### src/vrc_defs.vh
// Purpose: constants for the voltage reference control block
// Assumes: word-aligned APB registers, 8-bit registers in the low byte
// Notes: offsets are byte addresses
`ifndef VRC_DEFS_VH
`define VRC_DEFS_VH
`define VRC_ADDR_LADDER 12'h000
`define VRC_ADDR_FIXED 12'h004
`define VRC_ADDR_STATUS 12'h008
`define VRC_LAD_EN 7
`define VRC_LAD_PIN 6
`define VRC_LAD_RANGE 5
`define VRC_LAD_SRC 4
`define VRC_FIX_EN 7
`define VRC_FIX_STABLE 6
`define VRC_LADDER_RST 8'h00
`define VRC_FIXED_WMASK 8'h80
// settling time of the fixed reference, in ns
`define VRC_SETTLE_NS 10000
`define VRC_CLK_MHZ 250
`define VRC_SETTLE_CYC ((`VRC_SETTLE_NS * `VRC_CLK_MHZ + 999) / 1000)
`endif

### src/vrc_sync3.v
// Purpose: three-flop synchroniser with agreement filter
// Assumes: input asynchronous to core_clk
// Notes: output changes once stages two and three agree
`timescale 1ns/10ps
`default_nettype none
module vrc_sync3 (
   // clock and reset
   input wire core_clk,
   input wire rstn,
   // signal
   input wire asyncIn,
   output reg syncOut
);
   reg s1;
   reg s2;
   reg s3;

   // first stage feeds only the second
   always @(posedge core_clk or negedge rstn) begin
      if (!rstn) begin
         s1 <= 1'b0;
         s2 <= 1'b0;
         s3 <= 1'b0;
         syncOut <= 1'b0;
      end else begin
         s1 <= asyncIn;
         s2 <= s1;
         s3 <= s2;
         if (s2 == s3) begin
            syncOut <= s3;
         end
      end
   end
endmodule
`default_nettype wire

### src/vrc_ctrl.v
// Purpose: register and control logic for ladder and fixed references
// Assumes: APB slave, 250 MHz core_clk, analog parts outside
// Notes: outputs all come from flip-flops
`timescale 1ns/10ps
`default_nettype none
`include "vrc_defs.vh"
module vrc_ctrl #(
   parameter SETTLE_CYC = `VRC_SETTLE_CYC
) (
   // clock and reset
   input wire core_clk,
   input wire rstn,
   // apb slave
   input wire psel,
   input wire penable,
   input wire pwrite,
   input wire [11:0] paddr,
   input wire [31:0] pwdata,
   output reg [31:0] prdata,
   output reg pready,
   output reg pslverr,
   // requests from other blocks, asynchronous
   input wire fastOscOn,
   input wire voltDetectOn,
   input wire brownoutOn,
   // pin side
   input wire portDirection,
   input wire pinDigitalIn,
   output reg pinOutBufEn,
   output reg pinInDetEn,
   output reg pinReadValue,
   // analog ladder controls
   output reg ladderPower,
   output reg ladderPinConnect,
   output reg ladderLowRange,
   output reg ladderExtSource,
   output reg ladderClamp,
   output reg [3:0] ladderLevel,
   output reg [5:0] ladderTapNum,
   output reg [5:0] ladderTapDen,
   // fixed reference
   output reg fixedPower,
   output reg fixedStable
);
   reg [7:0] ladderCtl;
   reg fixedEnable;
   reg [31:0] settleCnt;
   reg lastPower;
   wire oscSync;
   wire vdSync;
   wire borSync;
   wire pinSync;
   wire fixedOn;
   wire apbWrite;
   wire apbRead;

   // outside requests cross into core_clk
   vrc_sync3 uOsc (.core_clk(core_clk), .rstn(rstn),
      .asyncIn(fastOscOn), .syncOut(oscSync));
   vrc_sync3 uVd (.core_clk(core_clk), .rstn(rstn),
      .asyncIn(voltDetectOn), .syncOut(vdSync));
   vrc_sync3 uBor (.core_clk(core_clk), .rstn(rstn),
      .asyncIn(brownoutOn), .syncOut(borSync));
   vrc_sync3 uPin (.core_clk(core_clk), .rstn(rstn),
      .asyncIn(pinDigitalIn), .syncOut(pinSync));

   // zero-wait apb: access phase completes in its first cycle
   assign apbWrite = psel && penable && pwrite;
   assign apbRead = psel && penable && !pwrite;
   assign fixedOn = fixedEnable | oscSync | vdSync | borSync;

   // register writes; no sleep input exists, so wake keeps contents
   always @(posedge core_clk or negedge rstn) begin
      if (!rstn) begin
         ladderCtl <= `VRC_LADDER_RST;
         fixedEnable <= 1'b0;
      end else if (apbWrite) begin
         if (paddr == `VRC_ADDR_LADDER) begin
            ladderCtl <= pwdata[7:0];
         end else if (paddr == `VRC_ADDR_FIXED) begin
            // only bit 7 is writable
            fixedEnable <= pwdata[`VRC_FIX_EN];
         end
      end
   end

   // apb answer; unmapped addresses read zero and flag an error
   always @(posedge core_clk or negedge rstn) begin
      if (!rstn) begin
         prdata <= 32'h00000000;
         pready <= 1'b0;
         pslverr <= 1'b0;
      end else begin
         pready <= psel && !penable;
         pslverr <= 1'b0;
         prdata <= 32'h00000000;
         if (psel && !penable) begin
            case (paddr)
               `VRC_ADDR_LADDER: prdata <= {24'h000000, ladderCtl};
               `VRC_ADDR_FIXED: prdata <= {24'h000000, fixedEnable,
                  fixedStable, 6'h00};
               `VRC_ADDR_STATUS: prdata <= {28'h0000000, borSync, vdSync,
                  oscSync, fixedPower};
               default: pslverr <= 1'b1;
            endcase
         end
      end
   end

   // settle counter restarts whenever the fixed reference powers up
   always @(posedge core_clk or negedge rstn) begin
      if (!rstn) begin
         settleCnt <= 32'h00000000;
         lastPower <= 1'b0;
         fixedPower <= 1'b0;
         fixedStable <= 1'b0;
      end else begin
         fixedPower <= fixedOn;
         lastPower <= fixedOn;
         if (!fixedOn || !lastPower) begin
            settleCnt <= 32'h00000000;
            fixedStable <= 1'b0;
         end else if (settleCnt >= SETTLE_CYC - 1) begin
            fixedStable <= 1'b1;
         end else begin
            settleCnt <= settleCnt + 32'h00000001;
         end
      end
   end

   // ladder outputs depend only on ladderCtl; pin outputs also use portDirection and pinSync
   always @(posedge core_clk or negedge rstn) begin
      if (!rstn) begin
         ladderPower <= 1'b0;
         ladderPinConnect <= 1'b0;
         ladderLowRange <= 1'b0;
         ladderExtSource <= 1'b0;
         ladderClamp <= 1'b0;
         ladderLevel <= 4'h0;
         ladderTapNum <= 6'h08;
         ladderTapDen <= 6'h20;
         pinOutBufEn <= 1'b0;
         pinInDetEn <= 1'b1;
         pinReadValue <= 1'b0;
      end else begin
         ladderPower <= ladderCtl[`VRC_LAD_EN];
         ladderPinConnect <= ladderCtl[`VRC_LAD_PIN];
         ladderLowRange <= ladderCtl[`VRC_LAD_RANGE];
         ladderExtSource <= ladderCtl[`VRC_LAD_SRC];
         ladderLevel <= ladderCtl[3:0];
         // tap fraction of span: code/24 or (8+code)/32
         if (ladderCtl[`VRC_LAD_RANGE]) begin
            ladderTapNum <= {2'b00, ladderCtl[3:0]};
            ladderTapDen <= 6'h18;
         end else begin
            ladderTapNum <= 6'h08 + {2'b00, ladderCtl[3:0]};
            ladderTapDen <= 6'h20;
         end
         ladderClamp <= !ladderCtl[`VRC_LAD_EN] &&
            ladderCtl[`VRC_LAD_RANGE] && (ladderCtl[3:0] == 4'h0);
         // reference mode overrides the port direction bit
         pinOutBufEn <= !ladderCtl[`VRC_LAD_PIN] && !portDirection;
         pinInDetEn <= !ladderCtl[`VRC_LAD_PIN];
         pinReadValue <= ladderCtl[`VRC_LAD_PIN] ? 1'b0 : pinSync;
      end
   end

   // read-side unused bits of write data are simply ignored
   wire unusedApb;
   assign unusedApb = apbRead;
endmodule
`default_nettype wire

### config.mk
export PLATFORM = sky130hd
export DESIGN_NAME = vrc_ctrl
export DESIGN_NICKNAME = d
export VERILOG_FILES = /design/src/vrc_sync3.v /design/src/vrc_ctrl.v
export VERILOG_INCLUDE_DIRS = /design/src
export SDC_FILE = /design/constraint.sdc
export NUM_CORES = 1
export LEC_CHECK = 0
export ABC_AREA = 1
export BUFFER_PORTS_ARGS = -buffer_cell sky130_fd_sc_hd__buf_2
export CAP_MARGIN = 20
export CORE_ASPECT_RATIO = 1.2
export CORE_MARGIN = 3
export CORE_UTILIZATION = 55
export DETAILED_ROUTE_END_ITERATION = 8
export GPL_ROUTABILITY_DRIVEN = 1
export PLACE_DENSITY = 0.85
export SYNTH_ARGS = -nofsm -noshare
export SYNTH_HDL_FRONTEND = slang
export SYNTH_SLANG_ARGS = --single-unit
### constraint.sdc
create_clock -name core_clk -period 3.5 [get_ports core_clk]
set_clock_uncertainty 0.1 [all_clocks]
set_input_delay 0.7 -clock core_clk [delete_from_list [all_inputs] [get_ports core_clk]]
set_output_delay 0.7 -clock core_clk [all_outputs]
set_load 0.01 [all_outputs]
==> key figures <==
Status
  • Status: completed

Yosys
  • Cell taking the most area after synthesis: dfrtp_1
  • Library cells used by synthesis: 28
  • Most frequent cell after synthesis: dfrtp_1
  • Synth Cell Area: 3670 sq um
  • Ys async rst share: 1.00
  • Syn Area/Cell: about 9.0 sq um
  • Syn Inst Count: between 400 and 500
  • Top post-synthesis cells by area: dfrtp_1 (55%), inv_1 (7.2%), buf_4 (6.8%)
  • Post-synth EDFFs: 0
  • Yosys reg bits: 84
  • Top cells by count, synth: dfrtp_1 (81), inv_1 (70), nand2_1 (65)
  • Post-synth top flop: dfrtp_1
  • Top cell type's share of synthesized area: 0.553
  • Register area share after synthesis: 0.574
  • Yosys warns: 0

Clock tree
  • Max clock buf depth: 2
  • Clk Tree Root Cell: clkbuf_8
  • CTS tree: done
  • CTS buffer count: 9
  • Sink Count: 84
  • # Post-CTS Setup Buffers: 0
  • CTS clk-pin slew, worst paths: 0.09 ns
  • Cts hold-fix bufs: 0
  • Skew-Pair Late Insertion Delay: around 0.36 ns
  • Post_cts resized: 0
  • Htree depth: 3

Detailed routing
  • First DRT Iteration DRCs: 164
  • Final WL: 6110 um
  • DR WL/cell: 11.0 um
  • Vias per cell: around 4.7
  • Routed Antenna Nets: 0
  • Routed vias: ~2.6k
  • Detailed Routing Iterations Pass 1: 4
  • DRC Markers: 0

Setup path
  • RR Startpoint: settleCnt[0]
  • Worst-path maximum fanout: 13
  • Crit. End Element: flip-flop
  • Delay-heaviest family, CP: simple AND/OR/NAND/NOR gates
  • Worst Setup SP: settleCnt[0]
  • Kind of critical path: reg -> reg
  • Slowest CP cell: nor2_2
  • Crit path launch type: flip-flop
  • CP arrival: 2.17 ns
  • WP buf/inv: 3
  • CP peak stage delay: 0.44 ns
  • Worst path required time: 3.69 ns
  • Critical-path cell list: ha_1 > inv_1 > nand2_1 > inv_1 > nand3_1 > nand2_1 > inv_1 > nor2_2 > nand3_1 > nand2_1

STA
  • Setup TNS: 0 ns
  • Relative slew slack: 0.542
  • Slew @ Worst Pin: 0.685 ns
  • Unrepaired setup endpoints after global routing: false
  • Period utilisation layout: 0.565
  • Final WS setup: 1.52 ns
  • Crit path time final: 1.98 ns
  • Final Slew Violations: 0
  • Max Clk Rate: 506 MHz
  • Final hold vios: 0
  • Final setup violation count: 0

Floorplanning
  • DIE AREA: around 7700 sq um
  • Ports: 114
  • Core region area: approximately 6200 sq um
  • Chip height: 95.5 um
  • Rows: 31
  • Initial Util: 0.587
  • Die Wd: around 80 um

Pwr
  • Power Total: 1.89 mW
  • P_sw: 0.486 mW
  • Switching Share: 0.257
  • Clock share of power: 0.351
  • P_int: 1.41 mW
  • Leak: 2.27 nW
  • Logic pwr share: 0.087
  • Register share of total power: 0.561
  • Pwr Density: 460 nW/um^2
  • Peak supply drop: 0.301 mV

Global route
  • Initial antenna violation count: 0
  • GR Util met3: 0.0491
  • Met2 usage: 0.298
  • Number of global-route vias before repair: approximately 2.4k
  • First-pass GRT wire length: just over 10000 um
  • M1 GR Usage: 0.210
  • Global route hottest layer: met2
  • Grt ovf: 0
  • GRT Util Overall: 0.177
  • Pin count of the biggest net entering global routing: 85

Placement
  • Area after DPL: 3890 sq um
  • Dpl ws: 1.46 ns
  • Routability cong.: 0.879
  • PortBufs: 61
  • DP HPWL: 4370 um

Finish
  • Ant. Diodes: 0
  • Cell area after layout: 4110 sq um
  • Net count, final: 523
  • Area Growth Syn to Fin: 12.1%
  • Share of cells above drive strength 1: 0.195

Job
  • Max-cap violations: 0

Worst hold path
  • Hold/Removal Path Class: in -> async
cell usage in the layout (no fill, tap or decap), types with 5 or more instances in the layout:
| cell | n |
|---|---|
| dfrtp_1 | 81 |
| inv_1 | 70 |
| nand2_1 | 65 |
| nor2_1 | 63 |
| buf_2 | 60 |
| nand3_1 | 35 |
| conb_1 | 28 |
| o21ai_0 | 14 |
| clkbuf_8 | 9 |
| nand4_1 | 7 |
| nor3_1 | 5 |
per-layer routing:
layer / vias up / routed length [um]
met2: 72 / 3090
met4: 0 / 147
met3: 13 / 359
met5: - / 0
met1: 1205 / 2510
li1: 1293 / -
per-stage QoR:
stage,util,std cells,hold slack (ns)
CTS,0.654,553,0.255
global placement,0.624,537,0.232
finish,0.659,554,0.155
detailed placement,0.624,537,0.237
global route,0.659,554,0.165
floorplan,-,434,0.231
power by group through the flow:
stage	clock, mW	combinational, mW	sequential (mW)
after CTS	0.683	0.162	1.06
after global placement	0	0.154	1.08
after global routing	0.730	0.195	1.07
after floorplan	0	0.132	1.07
after detailed placement	0	0.162	1.08
final	0.664	0.165	1.06
kinds of logic after synthesis:
family | synth area share
XOR/XNOR | 0.00716
flip-flops | 0.574
other | 0.00102
AO/OA/AOI/OAI | 0.0252
AND/OR/NAND/NOR | 0.223
buffers and inverters | 0.151
adder cells (fa/ha/maj) | 0.0177
state kept, by name, indices dropped and copies added (netlist names), 2 cells and up:
register,flops
ladderLevel,4
settleCnt,32
ladderCtl,8
ladderTapNum,2
ladderTapDen,2
prdata,8
final cells by class:
| cell class | count | area (sq um) |
|---|---|---|
| Clock buffer | 10 | 128 |
| Clock inverter | 6 | 63.8 |
| Fill cell | 509 | 2130 |
| Inverter | 72 | 270 |
| Multi-Input combinational cell | 238 | 1110 |
| Sequential cell | 84 | 2110 |
| Tap cell | 82 | 103 |
| Timing Repair Buffer | 62 | 335 |
path summary, 6_finish.rpt:
kind,end,slack (ns),cells after the start
worst min-delay path,ladderCtl[3],0.15,1
min in group core_clk,uBor.s2,0.25,0
worst min register to register,uBor.s2,0.25,0
max in group asynchronous,settleCnt[3],2.57,2
worst max-delay path,settleCnt[2],1.52,10
worst max register to register,settleCnt[2],1.52,10
worst register-to-register path: cells and delay by family (launching register included):
| family | cells | cell delay (ns) |
|---|---|---|
| and+or+nand+nor | 6 | 0.93 |
| DFF | 1 | 0.41 |
| adders and majority gates | 1 | 0.29 |
| buffers and inverters | 3 | 0.20 |
Note: power is estimated with default switching activity, not from simulation.
